===== src/pcsm_params.svh =====
`ifndef PCSM_PARAMS_SVH
`define PCSM_PARAMS_SVH
// Notes on behaviour
// - Action 0 none, 1 warning, 2 trip; trip after reset
// - U phase failure reports warning 139 or trip 207
// - V phase failure reports warning 140 or trip 208
// - W phase failure reports warning 141 or trip 209
// - Raise only when sharing fails while current is high
// - Sharing disable stops active sharing, detection keeps running
// - First-level error after threshold consecutive PWM periods with events
// - Detection after threshold 100 ms periods each with first-level error
// - Readable count of 100 ms periods with first-level errors
// - Duration code n gives (n+1) times 0.4 us

// ****************
// Register map
// ****************
`define PCSM_OFF_CTRL 8'h00
`define PCSM_OFF_PWM_THR 8'h04
`define PCSM_OFF_WIN_THR 8'h08
`define PCSM_OFF_DUR 8'h0C
`define PCSM_OFF_COUNT 8'h10
`define PCSM_OFF_STATUS 8'h14
`define PCSM_OFF_MASK 8'h18
`define PCSM_OFF_CODE 8'h1C

// ****************
// Fields and reset values
// ****************
`define PCSM_CTRL_ACT_LSB 0
`define PCSM_CTRL_DIS_BIT 2
`define PCSM_ACT_NONE 2'h0
`define PCSM_ACT_WARN 2'h1
`define PCSM_ACT_TRIP 2'h2
`define PCSM_RST_PWM_THR 8'h04
`define PCSM_RST_WIN_THR 8'h03
`define PCSM_RST_DUR 4'h0
`define PCSM_STAT_TRIP_LSB 3

// ****************
// Report codes
// ****************
`define PCSM_WARN_U 8'd139
`define PCSM_WARN_V 8'd140
`define PCSM_WARN_W 8'd141
`define PCSM_TRIP_U 8'd207
`define PCSM_TRIP_V 8'd208
`define PCSM_TRIP_W 8'd209

// ****************
// Timing
// ****************
`define PCSM_CLK_PS 8000
`define PCSM_DUR_STEP_PS 400000
`define PCSM_DUR_STEP_CYC ((`PCSM_DUR_STEP_PS + `PCSM_CLK_PS - 1) / `PCSM_CLK_PS)
`endif


===== src/pcsm_pkg.sv =====
package pcsm_pkg;
	typedef struct packed {
		logic [1:0] action;
		logic dis;
		logic [7:0] pwm_thr;
		logic [7:0] win_thr;
		logic [3:0] dur;
	} pcsm_cfg_t;
	typedef struct packed {
		logic [2:0] trip;
		logic [2:0] warn;
	} pcsm_stat_t;
	typedef enum logic [1:0] {
		PCSM_WR_IDLE = 2'b00,
		PCSM_WR_RESP = 2'b01
	} pcsm_wr_t;
endpackage : pcsm_pkg


===== src/pcsm_phase.sv =====
`include "pcsm_params.svh"
module pcsm_phase #(
	parameter int CW = 8
) (
	// Clock and reset
	input wire logic mclk,
	input wire logic rstn,
	// Phase inputs
	input wire logic imb,
	input wire logic pwm_tick,
	input wire logic win_tick,
	input wire logic [9:0] dur_cyc,
	input wire pcsm_pkg::pcsm_cfg_t cfg,
	// Results
	output logic lvl1_win,
	output logic detect
);
	import pcsm_pkg::*;
	if (CW < 8 || CW > 16) begin : g_bad_cw
		$error("CW must be 8 to 16");
	end

	logic [9:0] dur_r;
	logic ev_seen_r;
	logic [CW-1:0] run_r;
	logic lvl1_r;
	logic [CW-1:0] win_r;
	wire ev_now = imb && (dur_r + 10'h001 >= dur_cyc);
	wire had_ev = ev_seen_r || ev_now;
	wire [CW-1:0] run_nxt = had_ev ? (&run_r ? run_r : run_r + 1'b1) : '0;
	wire lvl1_now = pwm_tick && had_ev && (run_nxt >= CW'(cfg.pwm_thr));
	wire had_l1 = lvl1_r || lvl1_now;
	wire [CW-1:0] win_nxt = had_l1 ? (&win_r ? win_r : win_r + 1'b1) : '0;
	assign lvl1_win = had_l1;
	assign detect = win_tick && had_l1 && (win_nxt >= CW'(cfg.win_thr));

	always_ff @(posedge mclk) begin
		if (!rstn) begin
			dur_r <= '0;
			ev_seen_r <= 1'b0;
			run_r <= '0;
			lvl1_r <= 1'b0;
			win_r <= '0;
		end else begin
			// Saturate so a long imbalance gives one event per period
			dur_r <= !imb ? '0 : (ev_now ? dur_r : dur_r + 10'h001);
			ev_seen_r <= pwm_tick ? 1'b0 : had_ev;
			if (pwm_tick)
				run_r <= run_nxt;
			lvl1_r <= win_tick ? 1'b0 : had_l1;
			if (win_tick)
				win_r <= win_nxt;
		end
	end
endmodule : pcsm_phase


===== src/pcsm_top.sv =====
`include "pcsm_params.svh"
module pcsm_top #(
	parameter int CW = 8,
	parameter int NCNT = 16
) (
	// Clock and reset
	input wire logic mclk,
	input wire logic rstn,
	// AXI4-Lite write address
	input wire logic [7:0] s_axi_awaddr,
	input wire logic s_axi_awvalid,
	output logic s_axi_awready,
	// AXI4-Lite write data
	input wire logic [31:0] s_axi_wdata,
	input wire logic [3:0] s_axi_wstrb,
	input wire logic s_axi_wvalid,
	output logic s_axi_wready,
	// AXI4-Lite write response
	output logic [1:0] s_axi_bresp,
	output logic s_axi_bvalid,
	input wire logic s_axi_bready,
	// AXI4-Lite read
	input wire logic [7:0] s_axi_araddr,
	input wire logic s_axi_arvalid,
	output logic s_axi_arready,
	output logic [31:0] s_axi_rdata,
	output logic [1:0] s_axi_rresp,
	output logic s_axi_rvalid,
	input wire logic s_axi_rready,
	// Power bridge side
	input wire logic [2:0] phase_imbalance,
	input wire logic current_high,
	input wire logic pwm_tick,
	input wire logic win_tick,
	output logic [2:0] share_drive,
	// Drive reporting
	output logic sharing_warning,
	output logic sharing_trip,
	output logic [7:0] report_code,
	output logic irq
);
	import pcsm_pkg::*;
	if (NCNT < 8 || NCNT > 32) begin : g_bad_ncnt
		$error("NCNT must be 8 to 32");
	end

	// ****************
	// Input synchronisers
	// ****************
	logic [3:0] pin_meta_r;
	logic [3:0] pin_sync_r;
	always_ff @(posedge mclk) begin
		if (!rstn) begin
			pin_meta_r <= '0;
			pin_sync_r <= '0;
		end else begin
			pin_meta_r <= {current_high, phase_imbalance};
			pin_sync_r <= pin_meta_r;
		end
	end
	wire [2:0] imb_s = pin_sync_r[2:0];
	wire cur_high_s = pin_sync_r[3];

	// ****************
	// Configuration and status registers
	// ****************
	pcsm_cfg_t cfg_r;
	pcsm_stat_t stat_r;
	pcsm_stat_t mask_r;
	logic [NCNT-1:0] count_r;
	logic [7:0] code_r;
	logic [2:0] share_r;

	// ****************
	// Per-phase qualification
	// ****************
	// Step count fits ten bits: 16 steps of 50 cycles
	wire [9:0] dur_cyc = 10'(({6'h00, cfg_r.dur} + 10'h001) * 10'(`PCSM_DUR_STEP_CYC));
	wire [2:0] lvl1_win;
	wire [2:0] detect;
	genvar gp;
	generate
		for (gp = 0; gp < 3; gp++) begin : g_phase
			pcsm_phase #(.CW(CW)) u_phase (
				.mclk(mclk),
				.rstn(rstn),
				.imb(imb_s[gp]),
				.pwm_tick(pwm_tick),
				.win_tick(win_tick),
				.dur_cyc(dur_cyc),
				.cfg(cfg_r),
				.lvl1_win(lvl1_win[gp]),
				.detect(detect[gp])
			);
		end
	endgenerate

	// ****************
	// Action selection
	// ****************
	// Low current mis-sharing cannot stress the remaining modules
	wire [2:0] fail = detect & {3{cur_high_s}};
	wire act_warn = cfg_r.action == `PCSM_ACT_WARN;
	wire act_trip = cfg_r.action == `PCSM_ACT_TRIP;
	wire [2:0] set_warn = fail & {3{act_warn}};
	wire [2:0] set_trip = fail & {3{act_trip}};
	wire any_set = |(set_warn | set_trip);
	// Lowest phase wins when phases fail in the same tick
	wire [7:0] warn_code = fail[0] ? `PCSM_WARN_U :
		fail[1] ? `PCSM_WARN_V : `PCSM_WARN_W;
	wire [7:0] trip_code = fail[0] ? `PCSM_TRIP_U :
		fail[1] ? `PCSM_TRIP_V : `PCSM_TRIP_W;
	wire [7:0] code_nxt = act_trip ? trip_code : warn_code;
	wire cnt_inc = win_tick && (|lvl1_win) && !(&count_r);

	// ****************
	// AXI4-Lite write path
	// ****************
	pcsm_wr_t wst_r;
	logic aw_got_r;
	logic w_got_r;
	logic [7:0] aw_addr_r;
	logic [31:0] w_data_r;
	logic [3:0] w_strb_r;
	logic [1:0] bresp_r;
	wire aw_hs = s_axi_awvalid && s_axi_awready;
	wire w_hs = s_axi_wvalid && s_axi_wready;
	wire have_aw = aw_got_r || aw_hs;
	wire have_w = w_got_r || w_hs;
	wire do_wr = (wst_r == PCSM_WR_IDLE) && have_aw && have_w;
	wire [7:0] wa = aw_got_r ? aw_addr_r : s_axi_awaddr;
	wire [31:0] wd = w_got_r ? w_data_r : s_axi_wdata;
	wire [3:0] ws = w_got_r ? w_strb_r : s_axi_wstrb;
	wire wb0 = do_wr && ws[0];
	wire wr_ctrl = wb0 && (wa == `PCSM_OFF_CTRL);
	wire wr_pthr = wb0 && (wa == `PCSM_OFF_PWM_THR);
	wire wr_wthr = wb0 && (wa == `PCSM_OFF_WIN_THR);
	wire wr_dur = wb0 && (wa == `PCSM_OFF_DUR);
	wire wr_stat = wb0 && (wa == `PCSM_OFF_STATUS);
	wire wr_mask = wb0 && (wa == `PCSM_OFF_MASK);
	wire wa_ok = (wa == `PCSM_OFF_CTRL) || (wa == `PCSM_OFF_PWM_THR) ||
		(wa == `PCSM_OFF_WIN_THR) || (wa == `PCSM_OFF_DUR) ||
		(wa == `PCSM_OFF_COUNT) || (wa == `PCSM_OFF_STATUS) ||
		(wa == `PCSM_OFF_MASK) || (wa == `PCSM_OFF_CODE);
	wire [5:0] w1c = wr_stat ? wd[5:0] : 6'h00;
	assign s_axi_awready = (wst_r == PCSM_WR_IDLE) && !aw_got_r;
	assign s_axi_wready = (wst_r == PCSM_WR_IDLE) && !w_got_r;
	assign s_axi_bvalid = wst_r == PCSM_WR_RESP;
	assign s_axi_bresp = bresp_r;

	always_ff @(posedge mclk) begin
		if (!rstn) begin
			wst_r <= PCSM_WR_IDLE;
			aw_got_r <= 1'b0;
			w_got_r <= 1'b0;
			aw_addr_r <= '0;
			w_data_r <= '0;
			w_strb_r <= '0;
			bresp_r <= 2'h0;
		end else begin
			case (wst_r)
				PCSM_WR_IDLE: begin
					if (do_wr) begin
						wst_r <= PCSM_WR_RESP;
						aw_got_r <= 1'b0;
						w_got_r <= 1'b0;
						bresp_r <= wa_ok ? 2'h0 : 2'h2;
					end else begin
						if (aw_hs) begin
							aw_got_r <= 1'b1;
							aw_addr_r <= s_axi_awaddr;
						end
						if (w_hs) begin
							w_got_r <= 1'b1;
							w_data_r <= s_axi_wdata;
							w_strb_r <= s_axi_wstrb;
						end
					end
				end
				PCSM_WR_RESP: begin
					if (s_axi_bready)
						wst_r <= PCSM_WR_IDLE;
				end
				default: wst_r <= PCSM_WR_IDLE;
			endcase
		end
	end

	// ****************
	// Register state
	// ****************
	always_ff @(posedge mclk) begin
		if (!rstn) begin
			cfg_r.action <= `PCSM_ACT_TRIP;
			cfg_r.dis <= 1'b0;
			cfg_r.pwm_thr <= `PCSM_RST_PWM_THR;
			cfg_r.win_thr <= `PCSM_RST_WIN_THR;
			cfg_r.dur <= `PCSM_RST_DUR;
			stat_r <= '0;
			mask_r <= '0;
			count_r <= '0;
			code_r <= '0;
			share_r <= '0;
		end else begin
			if (wr_ctrl) begin
				cfg_r.action <= wd[`PCSM_CTRL_ACT_LSB +: 2];
				cfg_r.dis <= wd[`PCSM_CTRL_DIS_BIT];
			end
			if (wr_pthr)
				cfg_r.pwm_thr <= wd[7:0];
			if (wr_wthr)
				cfg_r.win_thr <= wd[7:0];
			if (wr_dur)
				cfg_r.dur <= wd[3:0];
			if (wr_mask)
				mask_r <= wd[5:0];
			// A new failure outlives a clear in the same cycle
			stat_r.warn <= (stat_r.warn & ~w1c[2:0]) | set_warn;
			stat_r.trip <= (stat_r.trip & ~w1c[5:3]) | set_trip;
			if (any_set)
				code_r <= code_nxt;
			if (cnt_inc)
				count_r <= count_r + 1'b1;
			// Detection is independent of this disable
			share_r <= imb_s & {3{!cfg_r.dis}};
		end
	end

	// ****************
	// AXI4-Lite read path
	// ****************
	logic rvalid_r;
	logic [31:0] rdata_r;
	logic [1:0] rresp_r;
	wire ar_hs = s_axi_arvalid && s_axi_arready;
	wire [7:0] ra = s_axi_araddr;
	wire [31:0] rd_mux =
		(ra == `PCSM_OFF_CTRL) ? {29'h0, cfg_r.dis, cfg_r.action} :
		(ra == `PCSM_OFF_PWM_THR) ? {24'h0, cfg_r.pwm_thr} :
		(ra == `PCSM_OFF_WIN_THR) ? {24'h0, cfg_r.win_thr} :
		(ra == `PCSM_OFF_DUR) ? {28'h0, cfg_r.dur} :
		(ra == `PCSM_OFF_COUNT) ? 32'(count_r) :
		(ra == `PCSM_OFF_STATUS) ? {26'h0, stat_r} :
		(ra == `PCSM_OFF_MASK) ? {26'h0, mask_r} :
		(ra == `PCSM_OFF_CODE) ? {24'h0, code_r} : 32'h0;
	wire ra_ok = (ra == `PCSM_OFF_CTRL) || (ra == `PCSM_OFF_PWM_THR) ||
		(ra == `PCSM_OFF_WIN_THR) || (ra == `PCSM_OFF_DUR) ||
		(ra == `PCSM_OFF_COUNT) || (ra == `PCSM_OFF_STATUS) ||
		(ra == `PCSM_OFF_MASK) || (ra == `PCSM_OFF_CODE);
	assign s_axi_arready = !rvalid_r;
	assign s_axi_rvalid = rvalid_r;
	assign s_axi_rdata = rdata_r;
	assign s_axi_rresp = rresp_r;

	always_ff @(posedge mclk) begin
		if (!rstn) begin
			rvalid_r <= 1'b0;
			rdata_r <= '0;
			rresp_r <= 2'h0;
		end else if (ar_hs) begin
			rvalid_r <= 1'b1;
			rdata_r <= rd_mux;
			rresp_r <= ra_ok ? 2'h0 : 2'h2;
		end else if (s_axi_rready) begin
			rvalid_r <= 1'b0;
		end
	end

	// ****************
	// Outputs
	// ****************
	assign share_drive = share_r;
	assign sharing_warning = |stat_r.warn;
	assign sharing_trip = |stat_r.trip;
	assign report_code = code_r;
	assign irq = |(stat_r & mask_r);
endmodule : pcsm_top


===== config.mk =====
export PLATFORM = sky130hd
export DESIGN_NAME = pcsm_top
export DESIGN_NICKNAME = d
export VERILOG_FILES = /design/src/pcsm_pkg.sv /design/src/pcsm_phase.sv /design/src/pcsm_top.sv
export VERILOG_INCLUDE_DIRS = /design/src
export SDC_FILE = /design/constraint.sdc
export NUM_CORES = 1
export LEC_CHECK = 0
export ABC_AREA = 1
export BUFFER_PORTS_ARGS = -buffer_cell sky130_fd_sc_hd__buf_2
export CORE_AREA = 3 3 175 177
export DETAILED_ROUTE_END_ITERATION = 7
export DIE_AREA = 0 0 178 180
export RECOVER_POWER = 50
export SETUP_SLACK_MARGIN = 0.05
export SLEW_MARGIN = 20
export SYNTH_ARGS = -nofsm -noshare
export SYNTH_HDL_FRONTEND = slang
export SYNTH_SLANG_ARGS = --single-unit

===== constraint.sdc =====
create_clock -name mclk -period 16.3 [get_ports mclk]
set_input_delay 2.445 -clock mclk [delete_from_list [all_inputs] [get_ports mclk]]
set_output_delay 2.445 -clock mclk [all_outputs]
set_load 0.1 [all_outputs]

---- Word-level counts from Yosys, hierarchy flattened ----
Index checks and enable logic that the tools add are counted.
operators by class
  add/sub/neg operators ................... 11
  eq/ne operators ......................... 19
  mux-type cells .......................... 40
  multipliers ............................. 1
  reduce and logical (&&, ||, !) cells .... 87
  bitwise logic cells ..................... 14
  order comparisons ....................... 9
operators by type and width
  cell                     number
  $mux W8                  17
  $mux W16                 5
  $eq A8 B5 Y1 const B     8
  $add A8 B1 Y8 const B    6
  $ge A8 B8 Y1             6
  $reduce_and A8 Y1        6
  $eq A8 B4 Y1 const B     4
  $logic_and A1 B1 Y1      31
  $add A10 B1 Y10 const B  3
  $ge A10 B10 Y1           3
  $logic_or A1 B1 Y1       22
  $and A3 B3 Y3            6
  $add A16 B1 Y16 const B  1
  $eq A8 B3 Y1 const B     2
  $logic_not A8 Y1         2
  $reduce_and A16 Y1       1
  $reduce_and A2 Y1        7
  $reduce_or A3 Y1         4
  $mul A5 B5 Y9 const B    1
  $mux W1                  9
  $or A3 B3 Y3             3
  $mux W2                  4
  $mux W7                  1
  $and A6 B6 Y6            1
  other kinds (17)         28
storage, ports and cells
  output and inout port bits .............. 55
  input bits .............................. 65
  register bits ........................... 212

---- Logic depth before layout (Yosys ltp) ----
  depth in word-level cells ............... 16
  depth in mapped cells ................... 51
  mapped depth without buffers ............ 51

---- Cells and area by module ----
Synthesis repeated with hierarchy kept, for this count alone.
unflattened totals
  cell total of the unflattened synthesis .. 1820
  area total of the unflattened synthesis .. 12308.1 µm²
modules (own cells, without submodules)
  module      cells an instance  seq. area each (µm²)  times used  area an instance (µm²)
  pcsm_phase  352                560.5                 3           2307.2
  pcsm_top    764                2162.1                1           5386.4

---- Worst setup path before layout ----
Ideal clock, no wire load.
  kind .................................... reg-to-reg
  start point ............................. reg cfg_r[0] in the netlist's numbering
  end point ............................... reg code_r[7] (netlist: report_code[7])
  data required time ...................... 16.172 ns
  stages on the path, launching flop included .. 49
  arrival time ............................ 5.558 ns
  setup slack ............................. 10.614 ns
  clock period less this slack ............ 5.686 ns
  path through ............................ dfxtp_1 buf_4 inv_1 ha_1 xor2_1 ha_1 ha_1 ha_1 inv_1 nand2_1 xor2_1 ha_1 nand2_1 inv_1 nand2_1 nand2_1 nand2_1 nand2_1 [13 not listed] nand2_1 inv_1 ha_1 a21oi_1 o21ai_0 nand2_1 o2111ai_1 nand2_1 inv_1 nand2_1 inv_1 ha_1 inv_1 nand2_1 inv_2 nand3_4 nor2_1 nor2_1
on the way
  cells in the longest elaborated chain, start to end .. 16
  elaborated cells between the ends (all ways) .. 43
ends and longest elaborated chain
  what                               RTL line                          source
  start, declared                    pcsm_top.sv:67                    pcsm_cfg_t cfg_r;
  $add A4 B1 Y5 (*)                  pcsm_top.sv:78                    wire [9:0] dur_cyc = 10'(({6'h00, cfg_r.dur} + 10'h001) * 10'(`PCSM_DUR_STEP_CYC));
  $mul A5 B5 Y9 (*)                  pcsm_top.sv:78
  $ge A10 B10 Y1 (*)                 pcsm_phase.sv:28                  wire ev_now = imb && (dur_r + 10'h001 >= dur_cyc);
  $logic_and A1 B1 Y1 (*)            pcsm_phase.sv:28
  $logic_or A1 B1 Y1 (*)             pcsm_phase.sv:29                  wire had_ev = ev_seen_r || ev_now;
  $mux W8 (*)                        pcsm_phase.sv:30                  wire [CW-1:0] run_nxt = had_ev ? (&run_r ? run_r : run_r + 1'b1) : '0;
  via g_phase[0].u_phase.run_nxt[6]  pcsm_phase.sv:30
  $ge A8 B8 Y1 (*)                   pcsm_phase.sv:31                  wire lvl1_now = pwm_tick && had_ev && (run_nxt >= CW'(cfg.pwm_thr));
  [2 not listed]                     --
  $mux W8 (*)                        pcsm_phase.sv:33                  wire [CW-1:0] win_nxt = had_l1 ? (&win_r ? win_r : win_r + 1'b1) : '0;
  via g_phase[0].u_phase.win_nxt[3]  pcsm_phase.sv:33
  $ge A8 B8 Y1 (*)                   pcsm_phase.sv:35                  assign detect = win_tick && had_l1 && (win_nxt >= CW'(cfg.win_thr));
  $logic_and A1 B1 Y1 (*)            pcsm_phase.sv:35
  $and A3 B3 Y3 (*)                  pcsm_top.sv:102                   wire [2:0] fail = detect & {3{cur_high_s}};
  $and A3 B3 Y3 (on tied branches)   pcsm_top.sv:105, pcsm_top.sv:106
  $or A3 B3 Y3 (*)                   pcsm_top.sv:107                   wire any_set = |(set_warn | set_trip);
  $reduce_or A3 Y1 (*)               pcsm_top.sv:107
  end signal, assigned               pcsm_top.sv:221                   code_r <= code_nxt;
  end, declared                      pcsm_top.sv:71                    logic [7:0] code_r;
Mark *: on every way through the listed nets, which the timed path passes. The rest lies on a longest branch.
A chain may end at the register's enable or synchronous reset.

---- Worst setup path after layout ----
Ends and elaborated chain as after synthesis.

==> summary.txt <==
Critical path
  • Startpoint Class: register
  • Crit path required time: 16.54 ns
  • Arr. time, crit path: 7.92 ns
  • Worst Setup End Kind: register
  • Max Fanout on Critical Path: 17
  • Critical-path top delay cell: dfxtp_1
  • Crit path kind: register to register
  • Most common cell on crit path: nand2_1
  • Largest stage delay, worst path: 0.55 ns
  • R2R Setup Slk: 8.62 ns
  • Reg2reg end: report_code[7]$_SDFFE_PN0P_
  • R2R cell count: 45
  • FF-to-FF Start: cfg_r[0]$_SDFFE_PN0P_

Yosys
  • Flops & latches, synth: 192
  • Most common cell in the synthesized netlist: inv_1
  • Asr flop ratio synth: 0%
  • Netlist cell types: 50
  • Synth area leader: dfxtp_1
  • Synth Area in Adders: 9.56%
  • Synth Area in Compound Gates: 19.2%
  • Synth Area in XOR/XNOR: 3.52%
  • Mux cell area share after synthesis: 0%
  • Cells after synthesis: 1,668
  • Post-synth EDFFs: 0
  • Synth area leaders: dfxtp_1, ha_1, inv_1
  • Sequential area share after synthesis: 33.0%
  • Ys Warns: 0
  • Main combinational cell family by area after synthesis: simple AND/OR/NAND/NOR gates
  • Simple-gate share of the synthesized area: 22.4%
  • Syn avg cell area: 6.99 sq um
  • Commonest cells post-synth: inv_1, nand2_1, dfxtp_1, o21ai_0, a21oi_1
  • Cell area after synthesis: 11,700 sq um
  • Top_reg_cell synth: dfxtp_1
  • Yosys top cell area share: 33.0%

STA
  • Minimum clock period: 7.68 ns
  • Slew Viols, Final: 115
  • Period utilisation layout: 47.1%
  • Fmax: 130 MHz
  • Final setup fails: 0
  • Final setup TNS: 0 ns
  • Slew @ Worst Pin: 3.18 ns
  • Final hold vios: 0
  • Worst slew margin: -112%
  • Final Skew: 0.0131 ns
  • RSZ-0062 raised after global routing: no

Final layout
  • Share of cells above drive strength 1: 7.56%
  • Multi-input gate area: 6430 sq um
  • Diode count: 0
  • Sequential cell area: 3840 sq um
  • Fillers: 3,058
  • Area Overhead vs Synth: 9.69%
  • Layout Nets: 1,874

Global route
  • First-pass GRT wire length: 49.8 mm
  • Largest net degree at the start of global routing: 74
  • Initial antenna violation count: 0
  • Gr usage total: 19.0%
  • Grt total ovfl: 0
  • Number of global-route vias before repair: 10,137

Floorplan
  • Core area: 29,400 sq um
  • Initial Util: 39.6%
  • Num rows: 63
  • Die Y: 180 um
  • Die area: 32,000 sq um
  • # IOs: 120
  • DIE WIDTH: 178 um

Min path
  • Worst Hold End: pin_sync_r[3]$_SDFF_PN0_
  • Min-delay src: pin_meta_r[3]$_SDFF_PN0_
  • Hold Path Stages: 2
  • Min-Delay Path Class: register to register

Detailed routing
  • Drt pass-1 iters: 5
  • Vias: 10,774
  • # DRC: 0
  • Number of DRC markers in iteration 0: 664
  • Vias/cell: 5.08
  • Wirelength, routed: 30.1 mm
  • Routed wire per std cell: 14.2 um
  • Antenna-violating nets left: 0

Status
  • Status: finished with violations
  • Failing checks: max-capacitance violations, max-slew violations

CTS
  • Root buf cell: clkbuf_16
  • CTS Buf Count: 17
  • Cts hold-fix bufs: 0
  • Clock latency on the worst-skew pair: 0.44 ns
  • Clock Pin Slew Worst Setup and Hold Paths: 0.07 ns
  • H-tree Lvls: 4
  • Setup repair bufs after CTS: 0
  • CTS tree: yes
  • Cts repair resizes: 0
  • Max Buffers Root-to-Sink: 2
  • Clk sinks: 192

Pwr
  • Maximum vdd ir drop: 50.3 uV
  • Clock share of power: 40.8%
  • Seq pwr share: 47.4%
  • Power per cell area: 81.0 nW/um^2
  • Net Sw Power: 0.000305 W
  • LEAKAGE: 5.50 nW
  • Comb pwr share: 11.8%
  • Switch share: 29.4%
  • Power, Total: 0.00104 W
  • Internal: 0.000732 W

Placement
  • Port Buffers: 73
  • Placer Congestion: 0.882
  • Hpwl dp: 22.7 mm

Flow run
  • Max_cap viols: 2
## worst max-delay path: cells and delay by family (launching register included)
family                     cells  cell delay (ns)
adders and majority gates      8             2.20
xor gates and xnor gates       2             0.56
DFF                            1             0.55
AOI/OAI and AO/OA              5             0.63
buffers and inverters          9             1.13
and+or+nand+nor               21             2.43
## routing by layer
metal	global-route usage [%]	routed length, um	vias to the layer above
met4	5.97	684	0
met5	0	0	-
met2	32.4	14500	167
met3	2.79	972	42
li1	-	-	5593
met1	24.4	13900	4972
## how the worst max path moves through the flow
stage,from,end,slack (ns),cells after the start
after floorplan,cfg_r[0]$_SDFFE_PN0P_,report_code[7]$_SDFFE_PN0P_,10.61,48
after detailed placement,cfg_r[0]$_SDFFE_PN0P_,report_code[4]$_SDFFE_PN0P_,9.08,41
after CTS,cfg_r[0]$_SDFFE_PN0P_,report_code[4]$_SDFFE_PN0P_,9.05,41
after global placement,cfg_r[0]$_SDFFE_PN0P_,report_code[6]$_SDFFE_PN0P_,9.19,43
final,cfg_r[0]$_SDFFE_PN0P_,report_code[7]$_SDFFE_PN0P_,8.62,45
after global routing,cfg_r[0]$_SDFFE_PN0P_,report_code[7]$_SDFFE_PN0P_,7.92,47
## sequential cells by signal (all words and copies together) (netlist names), 3 cells and up
signal                     cells
aw_addr_r                      8
cfg_r                         23
count_r                       16
g_phase.u_phase.dur_r         30
g_phase.u_phase.ev_seen_r      3
g_phase.u_phase.lvl1_r         3
g_phase.u_phase.run_r         24
g_phase.u_phase.win_r         24
mask_r                         6
pin_meta_r                     4
pin_sync_r                     4
report_code                    7
s_axi_rdata                   16
share_drive                    3
stat_r                         6
w_data_r                       8
## stage by stage
| stage | area [sq um] | setup WS, ns | cells | hold WS (ns) | utilization, % |
|---|---|---|---|---|---|
| after global placement | 12300 | 9.19 | 2091 | 0.400 | 41.7 |
| after global routing | 12800 | 7.92 | 2122 | 0.445 | 43.5 |
| after CTS | 12900 | 9.05 | 2122 | 0.423 | 43.7 |
| after floorplan | 11700 | 10.61 | 1686 | 0.390 | - |
| final | 12800 | 8.62 | 2122 | 0.415 | 43.5 |
| after detailed placement | 12300 | 9.08 | 2091 | 0.402 | 41.7 |
## power by group through the flow
stage	Combinational, W	Sequential (W)	Clock (W)
after floorplan	0.0000865	0.000513	0
after global placement	0.000123	0.000501	0
after detailed placement	0.000124	0.000501	0
after CTS	0.000124	0.000490	0.000432
after global routing	0.000134	0.000492	0.000447
final	0.000123	0.000491	0.000423
## cells by family after synthesis
| group | Yosys count |
|---|---|
| and+or+nand+nor | 585 |
| AOI/OAI and AO/OA | 401 |
| buffers and inverters | 354 |
| DFF | 192 |
| adders and majority gates | 89 |
| xor gates and xnor gates | 46 |
| other | 1 |
## cell usage in the layout (no fill, tap or decap), types with 3 or more instances in the layout
master / count
buf_2: 37
xnor2_1: 8
a211oi_1: 5
clkinv_4: 3
a21oi_2: 10
clkbuf_16: 17
inv_4: 3
or2_2: 10
o22ai_1: 34
o32ai_1: 8
inv_1: 280
nor2_1: 128
inv_2: 9
o221ai_1: 5
o211ai_1: 8
clkbuf_1: 38
inv_6: 4
o2111ai_1: 6
xor2_1: 37
nand2_2: 15
nor3_1: 39
clkinvlp_4: 4
a31oi_1: 6
nand2_4: 6
o21ai_0: 166
nand3_1: 75
o21ai_1: 4
ha_1: 89
dfxtp_1: 192
a21oi_1: 140
nor4_1: 5
conb_1: 19
nand4_1: 33
nand2_1: 264
## area by class of cell
cell class / count / share of cell area [%]
Clock buffer: 17 / 3.33
Tap cell: 390 / 3.82
Inverter: 294 / 8.69
Clock inverter: 14 / 1.22
Sequential cell: 192 / 30.1
Multi-Input combinational cell: 1140 / 50.3
Timing Repair Buffer: 75 / 2.56
No activity file was read; power rests on OpenSTA's default activity.
